**src/design/mbag_pkg.sv**
```systemverilog
// Package: constants and types for the modulo and bit-reversed address generator
package mbag_pkg;

   // ---------------------------------------------------------------
   // Register offsets (byte addresses)
   // ---------------------------------------------------------------
   localparam logic [7:0] OFS_ADDRESS_MODE_CONTROL      = 8'h00;
   localparam logic [7:0] OFS_REVERSAL_MODIFIER_CONTROL = 8'h04;
   localparam logic [7:0] OFS_X_BUFFER_START            = 8'h08;
   localparam logic [7:0] OFS_X_BUFFER_END              = 8'h0C;
   localparam logic [7:0] OFS_Y_BUFFER_START            = 8'h10;
   localparam logic [7:0] OFS_Y_BUFFER_END              = 8'h14;
   localparam logic [7:0] OFS_STATUS                    = 8'h18;

   // ---------------------------------------------------------------
   // Field positions
   // ---------------------------------------------------------------
   localparam int X_SEL_LSB       = 0;
   localparam int Y_SEL_LSB       = 4;
   localparam int REV_SEL_LSB     = 8;
   localparam int Y_CIRC_EN_BIT   = 14;
   localparam int X_CIRC_EN_BIT   = 15;
   localparam int REV_EN_BIT      = 15;
   localparam int ST_XR_WRAP_BIT  = 0;
   localparam int ST_XW_WRAP_BIT  = 1;
   localparam int ST_Y_WRAP_BIT   = 2;
   localparam int ST_XW_REV_BIT   = 3;

   // Pointer select value that disables a feature
   localparam logic [3:0] SEL_DISABLED = 4'hF;

   // ---------------------------------------------------------------
   // Reset values
   // ---------------------------------------------------------------
   localparam logic [15:0] RST_ADDRESS_MODE_CONTROL      = 16'h0FFF;
   localparam logic [15:0] RST_REVERSAL_MODIFIER_CONTROL = 16'h0000;
   localparam logic [15:0] RST_BUFFER_BOUND              = 16'h0000;

   // ---------------------------------------------------------------
   // Addressing modes supplied by the execute path
   // ---------------------------------------------------------------
   typedef enum logic [2:0] {
      MODE_INDIRECT = 3'b000,
      MODE_POST_INC = 3'b001,
      MODE_POST_DEC = 3'b010,
      MODE_PRE_INC  = 3'b011,
      MODE_PRE_DEC  = 3'b100,
      MODE_OFFSET   = 3'b101
   } mbag_mode_t;

endpackage

```
**src/design/mbag_path.sv**
```systemverilog
// Effective address and pointer update for one address generator
`timescale 1ns/1ps
`default_nettype none
module mbag_path (
   // Request
   input  wire logic        [15:0] ptr,
   input  wire logic        [15:0] step,
   input  wire logic        [2:0]  mode,
   // Circular and reversal controls
   input  wire logic               circ_on,
   input  wire logic        [15:0] buf_start,
   input  wire logic        [15:0] buf_end,
   input  wire logic               word_only,
   input  wire logic               rev_on,
   input  wire logic        [15:0] rev_mod,
   // Result
   output logic             [15:0] ea,
   output logic                    wb_en,
   output logic             [15:0] wb_val,
   output logic                    wrapped
);

   function automatic logic [15:0] mirror(input logic [15:0] v);
      logic [15:0] r;
      r = 16'h0000;
      for (int i = 0; i < 16; i++) begin
         r[i] = v[15-i];
      end
      return r;
   endfunction

   logic        up;
   logic        moved;
   logic [15:0] mod_val;
   logic [15:0] len;
   logic [15:0] fixed;

   always_comb begin
      up      = 1'b0;
      moved   = 1'b1;
      mod_val = ptr;
      ea      = ptr;
      wb_en   = 1'b0;
      wrapped = 1'b0;
      len     = buf_end - buf_start + 16'h0001;
      unique case (mode)
         mbag_pkg::MODE_POST_INC, mbag_pkg::MODE_PRE_INC: begin
            up = 1'b1;
            // Carry runs from the high bit downward: pointer and modifier are mirrored, added, and the sum mirrored back
            if (rev_on) begin
               mod_val = mirror(mirror(ptr) + mirror(rev_mod));
            end else begin
               mod_val = ptr + step;
            end
         end
         mbag_pkg::MODE_POST_DEC, mbag_pkg::MODE_PRE_DEC: begin
            mod_val = ptr - step;
         end
         mbag_pkg::MODE_OFFSET: begin
            up      = ~step[15];
            mod_val = ptr + step;
         end
         default: begin
            // Unmodified pointer: no boundary check, no wrap report
            moved   = 1'b0;
            mod_val = ptr;
         end
      endcase
      fixed = mod_val;
      if (circ_on && moved && up && (mod_val > buf_end)) begin
         fixed   = mod_val - len;
         wrapped = 1'b1;
      end else if (circ_on && moved && !up && (mod_val < buf_start)) begin
         fixed   = mod_val + len;
         wrapped = 1'b1;
      end
      if (word_only) begin
         fixed[0] = 1'b0;
      end
      unique case (mode)
         mbag_pkg::MODE_PRE_INC, mbag_pkg::MODE_PRE_DEC: begin
            ea    = fixed;
            wb_en = 1'b1;
         end
         mbag_pkg::MODE_POST_INC, mbag_pkg::MODE_POST_DEC: begin
            ea    = ptr;
            wb_en = 1'b1;
         end
         mbag_pkg::MODE_OFFSET: begin
            ea    = fixed;
            wb_en = 1'b0;
         end
         default: begin
            ea    = ptr;
            wb_en = 1'b0;
         end
      endcase
      wb_val = fixed;
   end

endmodule // mbag_path
`default_nettype wire

```
**src/design/mbag_top.sv**
```systemverilog
// Top: modulo and bit-reversed address generator with APB registers
// Function
// - Y select of 15 turns circular correction off in Y.
// - X select in bits 3:0; X circular needs select not 15 and bit 15.
// - Y select in bits 7:4; Y circular needs select not 15 and bit 14.
// - Limits trip on addresses beyond them, not only equal.
// - Corrected address written back only for pre- or post-modify.
// - Register-plus-offset is corrected but leaves the pointer unchanged.
// - Reversal only in the X write generator.
// - Only the modifier is bit-reversed; addresses stay in normal order.
// - Reversal needs select not 15, enable bit 15, indirect pre/post increment.
// - Modifier scaled to bytes; reversed addresses have bit 0 clear.
// - Byte access or other modes give normal addresses.
// - Reversal adds the modifier instead of the step and clears bit 0.
// - Reversal beats circular in X write; X read stays circular.
// - A 16-entry buffer walks indices in mirrored bit order.
// - Limits come from separate 16-bit start and end registers per space.
// - Y circular addresses assume words; bit 0 is clear.
// - One circular buffer in X and one in Y.
//
// Added by the designer: the APB register port and the register offsets.
`timescale 1ns/1ps
`default_nettype none
module mbag_top (
   // Clock and reset
   input  wire logic        pclk,
   input  wire logic        presetn,
   // APB slave
   input  wire logic        psel,
   input  wire logic        penable,
   input  wire logic        pwrite,
   input  wire logic [7:0]  paddr,
   input  wire logic [31:0] pwdata,
   output logic      [31:0] prdata,
   output logic             pready,
   output logic             pslverr,
   // X read request
   input  wire logic        xr_req,
   input  wire logic [3:0]  xr_sel,
   input  wire logic [15:0] xr_ptr,
   input  wire logic [2:0]  xr_mode,
   input  wire logic [15:0] xr_step,
   // X read answer
   output logic             xr_done,
   output logic      [15:0] xr_ea,
   output logic             xr_wb_en,
   output logic      [15:0] xr_wb_val,
   // X write request
   input  wire logic        xw_req,
   input  wire logic [3:0]  xw_sel,
   input  wire logic [15:0] xw_ptr,
   input  wire logic [2:0]  xw_mode,
   input  wire logic [15:0] xw_step,
   input  wire logic        xw_byte,
   // X write answer
   output logic             xw_done,
   output logic      [15:0] xw_ea,
   output logic             xw_wb_en,
   output logic      [15:0] xw_wb_val,
   // Y request
   input  wire logic        y_req,
   input  wire logic [3:0]  y_sel,
   input  wire logic [15:0] y_ptr,
   input  wire logic [2:0]  y_mode,
   input  wire logic [15:0] y_step,
   // Y answer
   output logic             y_done,
   output logic      [15:0] y_ea,
   output logic             y_wb_en,
   output logic      [15:0] y_wb_val
);

   // ---------------------------------------------------------------
   // Register file
   // ---------------------------------------------------------------
   logic [15:0] address_mode_control_reg;
   logic [15:0] address_mode_control_next;
   logic [15:0] reversal_modifier_control_reg;
   logic [15:0] reversal_modifier_control_next;
   logic [15:0] x_buffer_start_reg;
   logic [15:0] x_buffer_start_next;
   logic [15:0] x_buffer_end_reg;
   logic [15:0] x_buffer_end_next;
   logic [15:0] y_buffer_start_reg;
   logic [15:0] y_buffer_start_next;
   logic [15:0] y_buffer_end_reg;
   logic [15:0] y_buffer_end_next;
   logic [3:0]  status_reg;
   logic [3:0]  status_next;

   // ---------------------------------------------------------------
   // APB slave: one wait state, answer from flip-flops
   // ---------------------------------------------------------------
   logic [31:0] prdata_reg;
   logic [31:0] prdata_next;
   logic        pready_reg;
   logic        pready_next;
   logic        pslverr_reg;
   logic        pslverr_next;
   logic        addr_hit;
   logic [15:0] rd_word;
   logic        wr_commit;

   always_comb begin
      addr_hit = 1'b1;
      rd_word  = 16'h0000;
      unique case (paddr)
         mbag_pkg::OFS_ADDRESS_MODE_CONTROL:      rd_word = address_mode_control_reg;
         mbag_pkg::OFS_REVERSAL_MODIFIER_CONTROL: rd_word = reversal_modifier_control_reg;
         mbag_pkg::OFS_X_BUFFER_START:            rd_word = x_buffer_start_reg;
         mbag_pkg::OFS_X_BUFFER_END:              rd_word = x_buffer_end_reg;
         mbag_pkg::OFS_Y_BUFFER_START:            rd_word = y_buffer_start_reg;
         mbag_pkg::OFS_Y_BUFFER_END:              rd_word = y_buffer_end_reg;
         mbag_pkg::OFS_STATUS:                    rd_word = {12'h000, status_reg};
         default: begin
            addr_hit = 1'b0;
            rd_word  = 16'h0000;
         end
      endcase
      pready_next  = psel & penable & ~pready_reg;
      pslverr_next = psel & penable & ~pready_reg & ~addr_hit;
      prdata_next  = prdata_reg;
      if (psel && penable && !pready_reg) begin
         prdata_next = (!pwrite && addr_hit) ? {16'h0000, rd_word} : 32'h0000_0000;
      end
      wr_commit = psel & penable & pready_reg & pwrite & addr_hit;
   end

   always_ff @(posedge pclk or negedge presetn) begin
      if (!presetn) begin
         prdata_reg  <= 32'h0000_0000;
         pready_reg  <= 1'b0;
         pslverr_reg <= 1'b0;
      end else begin
         prdata_reg  <= prdata_next;
         pready_reg  <= pready_next;
         pslverr_reg <= pslverr_next;
      end
   end

   assign prdata  = prdata_reg;
   assign pready  = pready_reg;
   assign pslverr = pslverr_reg;

   // ---------------------------------------------------------------
   // Register writes
   // ---------------------------------------------------------------
   always_comb begin
      address_mode_control_next      = address_mode_control_reg;
      reversal_modifier_control_next = reversal_modifier_control_reg;
      x_buffer_start_next            = x_buffer_start_reg;
      x_buffer_end_next              = x_buffer_end_reg;
      y_buffer_start_next            = y_buffer_start_reg;
      y_buffer_end_next              = y_buffer_end_reg;
      if (wr_commit) begin
         unique case (paddr)
            mbag_pkg::OFS_ADDRESS_MODE_CONTROL:      address_mode_control_next = pwdata[15:0];
            mbag_pkg::OFS_REVERSAL_MODIFIER_CONTROL: reversal_modifier_control_next = pwdata[15:0];
            mbag_pkg::OFS_X_BUFFER_START:            x_buffer_start_next = pwdata[15:0];
            mbag_pkg::OFS_X_BUFFER_END:              x_buffer_end_next = pwdata[15:0];
            mbag_pkg::OFS_Y_BUFFER_START:            y_buffer_start_next = pwdata[15:0];
            mbag_pkg::OFS_Y_BUFFER_END:              y_buffer_end_next = pwdata[15:0];
            default: begin
               address_mode_control_next = address_mode_control_reg;
            end
         endcase
      end
   end

   always_ff @(posedge pclk or negedge presetn) begin
      if (!presetn) begin
         address_mode_control_reg      <= mbag_pkg::RST_ADDRESS_MODE_CONTROL;
         reversal_modifier_control_reg <= mbag_pkg::RST_REVERSAL_MODIFIER_CONTROL;
         x_buffer_start_reg            <= mbag_pkg::RST_BUFFER_BOUND;
         x_buffer_end_reg              <= mbag_pkg::RST_BUFFER_BOUND;
         y_buffer_start_reg            <= mbag_pkg::RST_BUFFER_BOUND;
         y_buffer_end_reg              <= mbag_pkg::RST_BUFFER_BOUND;
      end else begin
         address_mode_control_reg      <= address_mode_control_next;
         reversal_modifier_control_reg <= reversal_modifier_control_next;
         x_buffer_start_reg            <= x_buffer_start_next;
         x_buffer_end_reg              <= x_buffer_end_next;
         y_buffer_start_reg            <= y_buffer_start_next;
         y_buffer_end_reg              <= y_buffer_end_next;
      end
   end

   // ---------------------------------------------------------------
   // Mode decode
   // ---------------------------------------------------------------
   logic [3:0]  x_circular_pointer_select;
   logic [3:0]  y_circular_pointer_select;
   logic [3:0]  reversal_pointer_select;
   logic        x_circular_enable;
   logic        y_circular_enable;
   logic        reversal_enable;
   logic [15:0] reversal_modifier;
   logic        x_circ_act;
   logic        y_circ_act;
   logic        xw_incr;
   logic        xw_rev;
   logic        xr_circ;
   logic        xw_circ;
   logic        y_circ;

   always_comb begin
      x_circular_pointer_select = address_mode_control_reg[mbag_pkg::X_SEL_LSB +: 4];
      y_circular_pointer_select = address_mode_control_reg[mbag_pkg::Y_SEL_LSB +: 4];
      reversal_pointer_select   = address_mode_control_reg[mbag_pkg::REV_SEL_LSB +: 4];
      x_circular_enable         = address_mode_control_reg[mbag_pkg::X_CIRC_EN_BIT];
      y_circular_enable         = address_mode_control_reg[mbag_pkg::Y_CIRC_EN_BIT];
      reversal_enable           = reversal_modifier_control_reg[mbag_pkg::REV_EN_BIT];
      // Modifier in words, shifted to a byte step
      reversal_modifier         = {reversal_modifier_control_reg[14:0], 1'b0};
      x_circ_act = x_circular_enable &&
                   (x_circular_pointer_select != mbag_pkg::SEL_DISABLED);
      y_circ_act = y_circular_enable &&
                   (y_circular_pointer_select != mbag_pkg::SEL_DISABLED);
      xw_incr    = (xw_mode == mbag_pkg::MODE_PRE_INC) || (xw_mode == mbag_pkg::MODE_POST_INC);
      xw_rev     = reversal_enable && xw_incr && !xw_byte &&
                   (reversal_pointer_select != mbag_pkg::SEL_DISABLED) &&
                   (xw_sel == reversal_pointer_select);
      xr_circ    = x_circ_act && (xr_sel == x_circular_pointer_select);
      xw_circ    = x_circ_act && (xw_sel == x_circular_pointer_select) && !xw_rev;
      y_circ     = y_circ_act && (y_sel == y_circular_pointer_select);
   end

   // ---------------------------------------------------------------
   // Address generators
   // ---------------------------------------------------------------
   logic [15:0] xr_ea_c;
   logic        xr_wb_en_c;
   logic [15:0] xr_wb_val_c;
   logic        xr_wrap_c;
   logic [15:0] xw_ea_c;
   logic        xw_wb_en_c;
   logic [15:0] xw_wb_val_c;
   logic        xw_wrap_c;
   logic [15:0] y_ea_c;
   logic        y_wb_en_c;
   logic [15:0] y_wb_val_c;
   logic        y_wrap_c;

   mbag_path u_xr (
      .ptr       (xr_ptr),
      .step      (xr_step),
      .mode      (xr_mode),
      .circ_on   (xr_circ),
      .buf_start (x_buffer_start_reg),
      .buf_end   (x_buffer_end_reg),
      .word_only (1'b0),
      .rev_on    (1'b0),
      .rev_mod   (reversal_modifier),
      .ea        (xr_ea_c),
      .wb_en     (xr_wb_en_c),
      .wb_val    (xr_wb_val_c),
      .wrapped   (xr_wrap_c)
   );

   mbag_path u_xw (
      .ptr       (xw_ptr),
      .step      (xw_step),
      .mode      (xw_mode),
      .circ_on   (xw_circ),
      .buf_start (x_buffer_start_reg),
      .buf_end   (x_buffer_end_reg),
      .word_only (xw_rev),
      .rev_on    (xw_rev),
      .rev_mod   (reversal_modifier),
      .ea        (xw_ea_c),
      .wb_en     (xw_wb_en_c),
      .wb_val    (xw_wb_val_c),
      .wrapped   (xw_wrap_c)
   );

   mbag_path u_y (
      .ptr       (y_ptr),
      .step      (y_step),
      .mode      (y_mode),
      .circ_on   (y_circ),
      .buf_start (y_buffer_start_reg),
      .buf_end   (y_buffer_end_reg),
      .word_only (y_circ),
      .rev_on    (1'b0),
      .rev_mod   (reversal_modifier),
      .ea        (y_ea_c),
      .wb_en     (y_wb_en_c),
      .wb_val    (y_wb_val_c),
      .wrapped   (y_wrap_c)
   );

   // ---------------------------------------------------------------
   // Registered answers and status
   // ---------------------------------------------------------------
   logic [33:0] xr_out_reg;
   logic [33:0] xr_out_next;
   logic [33:0] xw_out_reg;
   logic [33:0] xw_out_next;
   logic [33:0] y_out_reg;
   logic [33:0] y_out_next;

   always_comb begin
      xr_out_next = {xr_req, xr_ea_c, xr_req & xr_wb_en_c, xr_wb_val_c};
      xw_out_next = {xw_req, xw_ea_c, xw_req & xw_wb_en_c, xw_wb_val_c};
      y_out_next  = {y_req, y_ea_c, y_req & y_wb_en_c, y_wb_val_c};
      status_next = status_reg;
      if (xr_req) begin
         status_next[mbag_pkg::ST_XR_WRAP_BIT] = xr_wrap_c;
      end
      if (xw_req) begin
         status_next[mbag_pkg::ST_XW_WRAP_BIT] = xw_wrap_c;
         status_next[mbag_pkg::ST_XW_REV_BIT]  = xw_rev;
      end
      if (y_req) begin
         status_next[mbag_pkg::ST_Y_WRAP_BIT] = y_wrap_c;
      end
   end

   always_ff @(posedge pclk or negedge presetn) begin
      if (!presetn) begin
         xr_out_reg <= '0;
         xw_out_reg <= '0;
         y_out_reg  <= '0;
         status_reg <= 4'h0;
      end else begin
         xr_out_reg <= xr_out_next;
         xw_out_reg <= xw_out_next;
         y_out_reg  <= y_out_next;
         status_reg <= status_next;
      end
   end

   assign {xr_done, xr_ea, xr_wb_en, xr_wb_val} = xr_out_reg;
   assign {xw_done, xw_ea, xw_wb_en, xw_wb_val} = xw_out_reg;
   assign {y_done, y_ea, y_wb_en, y_wb_val}     = y_out_reg;

endmodule // mbag_top
`default_nettype wire

```
**config.mk**
```make
export PLATFORM = sky130hd
export DESIGN_NAME = mbag_top
export DESIGN_NICKNAME = d
export VERILOG_FILES = /design/src/design/mbag_pkg.sv /design/src/design/mbag_path.sv /design/src/design/mbag_top.sv
export SDC_FILE = /design/constraint.sdc
export NUM_CORES = 1
export LEC_CHECK = 0
export BUFFER_PORTS_ARGS = -buffer_cell sky130_fd_sc_hd__buf_2
export CORE_UTILIZATION = 45
export DETAILED_ROUTE_END_ITERATION = 16
export GPL_TIMING_DRIVEN = 0
export HOLD_SLACK_MARGIN = 0.06
export PLACE_DENSITY = 0.62
export SLEW_MARGIN = 10
export SYNTH_ARGS = -nofsm -noshare
export SYNTH_HDL_FRONTEND = slang
export SYNTH_SLANG_ARGS = --single-unit
```
**constraint.sdc**
```tcl
create_clock -name pclk -period 11.2 [get_ports pclk]
set_input_delay 0.56 -clock pclk [delete_from_list [all_inputs] [get_ports pclk]]
set_output_delay 0.56 -clock pclk [all_outputs]
set_load 0.005 [all_outputs]
```
==> reports/qor.csv <==
metric,value,unit
Worst Setup End Kind,register,
GPL Wtd Cong,0.939,
worst rel slew slack,10.3,%
"Reg clk slew, reported paths",0.06,ns
clk sinks,220,
Worst Hold Class,in -> reg,
DPL Wire Length,60500,microns
drt drc,0,
Final Net Count,3388,
Cell Rows,80,
critical path arrival,7.49,ns
Cell variety after synth,88,
gr ovfl total,0,
Clock Latency Late Sink,0.59,ns
IO Pins,302,
Final Non-Filler Cells,3531,
synthesized area,22100,sq um
CP max stage delay,1.11,ns
Final Skew,0.0262,ns
Final min period,7.03,ns
die width,224,microns
status,completed,
vias in the first global route,20400,
CP max FO,10,
CP bufs+invs,2,
Post-synth EDFFs,0,
number of vias in the routed layout,20600,
ys flop type,dfrtp_1,
Syn Inst Count,2574,
CTS buffer count,26,
clk root buf,clkbuf_16,
Finish-stage setup viols,0,
htree depth,1,
met1 Use GR,38.9,%
register area share after synthesis,25.0,%
async set-or-reset flop fraction in the synthesized netlist,100,%
Critical-path top delay cell,o31ai_1,
number of buffers added on ports,268,
largest net degree at the start of global routing,115,
DRT antenna net count,0,
share of cells above drive strength 1,18.3,%
global-route wire length before repair,114000,microns
"FF+latch count, synth",220,
Total GRT Usage,29.1,%
Final Hold Fails,0,
Max Root-Sink Buffers,3,
leakage power,12.2,nW
total routed wirelength,73900,microns
initial core utilization,46.0,%
Layout area overhead,14.5,%
TritonCTS clock tree,done,
CP required,11.66,ns
cell with the most instances on the worst path,o21ai_0,
number of antenna violations at the first check in global routing,9,
Pre-Repair DR Iteration Count,6,
Ys Warns,0,
core outline area,48000,sq um
PD cells,119,nW/um^2
Die Ht,224,microns
die footprint,50000,sq um
worst setup path class,in -> reg,
f_max,0.142,GHz
global route hottest layer,met2,
VDD IR-drop max,0.119,mV
CP startpoint kind,input port,
DR WL/cell,20.9,microns
crit-path cells,buf_2 > or4_1 > nor3_1 > a21oi_1 > xor2_1 > ha_1 > o21ai_0 > o21bai_1 > o31ai_1 > o21ai_0 > o31ai_1 > ha_1 > a21o_1 > a21o_1 > a21oi_1 > o21ai_0 > o211ai_1 > clkbuf_1 > nand2_1 > nand2_1 > o21ai_0 > mux2_2,
final worst path period share,62.7,%
RSZ-0062 raised after global routing,no,
Slew Limit Fails,0,
met2 usage,48.2,%
DRT iter0 DRCs,1501,
Worst Tran Pin Value,1.33,ns
"CP delay by family, top",compound AO/OA/AOI/OAI gates,
GR Util met3,4.26,%
# placed instances,3478,
vias per inst,5.84,
max cap viols,0,
total negative setup slack,0,ns
Avg Synthesized Cell Area,8.58,sq um
==> per-layer routing <==
layer  part of all wire (%)  wire [microns]
met2                     46           34000
met1                     45           33100
met5                  0.030              22
met4                    3.4            2500
met3                    5.8            4250
==> layout by cell type (no fill, tap or decap), types with 49 or more instances in the layout <==
| cell | Yosys | final |
|---|---|---|
| xor2_1 | 49 | 49 |
| inv_1 | 203 | 203 |
| clkbuf_1 | 61 | 65 |
| o21ai_0 | 149 | 143 |
| xnor2_1 | 77 | 77 |
| nor3_1 | 50 | 50 |
| a21oi_1 | 200 | 200 |
| dfrtp_1 | 208 | 208 |
| mux2_2 | 128 | 128 |
| ha_1 | 317 | 317 |
| nor2_1 | 196 | 196 |
| buf_2 | 4 | 271 |
| a21o_1 | 73 | 73 |
| nand2_1 | 209 | 209 |
==> metrics by stage <==
step	hold slack (ns)	worst slack, ns	util (%)	area [sq um]	total power, W
final	0.144	4.17	52.6	25300	0.00301
after global routing	0.129	3.77	52.6	25300	0.00319
after CTS	0.119	4.28	52.6	25300	0.00302
after detailed placement	0.467	3.71	50.7	24400	0.00209
after global placement	0.462	3.84	50.5	24300	0.00206
after floorplan	0.264	5.79	-	22100	0.00168
==> worst register-to-register path, stage by stage (launching register included) <==
cell and delay, ns:
dfstp_2 0.57, xnor2_1 0.12, nand4b_1 0.17, a2111oi_4 0.64, clkbuf_1 0.48, buf_1 0.50
o22a_1 0.24, a31oi_1 0.36, ha_1 0.36, a2111oi_0 0.95, o31ai_1 0.31, a2111oi_4 0.78
nor2_2 0.19, buf_2 0.25, a21o_1 0.24, mux2_2 0.28
==> final cells by class <==
class	count	area (sq um)
fill	4629	22800
timing repair buffer	275	1450
inverter	205	769
clock buffer	31	679
tap	615	769
antenna	4	10.0
buffer	88	403
multi-input combinational	2076	15500
sequential	220	5520
clock inverter	17	234
==> synthesized netlist by cell type (all sizes together) (21+ instances only) <==
cell | n | area [sq um]
mux2 | 128 | 1440
nor2b | 32 | 200
a21o | 73 | 548
nand3 | 28 | 140
o22ai | 22 | 138
clkbuf | 61 | 229
or2 | 23 | 144
a21oi | 200 | 1000
mux2i | 41 | 423
nand2 | 210 | 791
o31ai | 23 | 173
nand2b | 39 | 244
nor2 | 197 | 742
xor2 | 49 | 429
ha | 317 | 3970
xnor2 | 77 | 674
buf | 27 | 174
o21a | 29 | 218
o21ai | 156 | 781
o211ai | 21 | 158
inv | 205 | 769
o21bai | 40 | 300
nor3 | 50 | 250
a31oi | 24 | 150
a211oi | 22 | 165
dfrtp | 208 | 5200
==> power breakdown <==
group | internal, W | leakage [nW] | switching [W] | total, W
sequential | 0.000864 | 2.71 | 0.0000182 | 0.000882
clock | 0.000532 | 0.429 | 0.000384 | 0.000916
combinational | 0.000484 | 9.02 | 0.000727 | 0.00121
total | 0.00188 | 12.2 | 0.00113 | 0.00301
==> logic make-up (layout without fill, tap and decap cells) <==
kind of cell | after synthesis | count (layout) | share of synthesized area [%]
buffers and inverters | 293 | 616 | 5.31
other | 1 | 20 | 0.0170
AOI/OAI and AO/OA | 757 | 757 | 22.6
xor gates and xnor gates | 126 | 126 | 5.00
DFF | 220 | 220 | 25.0
adders and majority gates | 331 | 331 | 19.2
muxes | 170 | 170 | 8.54
and+or+nand+nor | 676 | 676 | 14.3
==> final timing paths <==
path | startpoint | end | slack, ns | depth (start not counted)
max reg2reg | address_mode_control_reg[9] | xw_out_reg[23] | 4.65 | 15
max | xr_step[4] | xr_out_reg[17] | 4.17 | 22
min reg2reg | prdata[8] | prdata[8] | 0.49 | 2
min in group asynchronous | presetn | xw_out_reg[9] | 0.43 | 2
max in group asynchronous | presetn | prdata[11] | 9.86 | 3
min | y_req | y_out_reg[33] | 0.14 | 1
==> what timing repair did <==
item / in CTS / in global routing
hold buffers: 1 / 0
buffers inserted: 0 / 0
gates resized for setup: 0 / 0
hold endpoints to repair: 38 / 0
(Power assumes the default switching activity.)
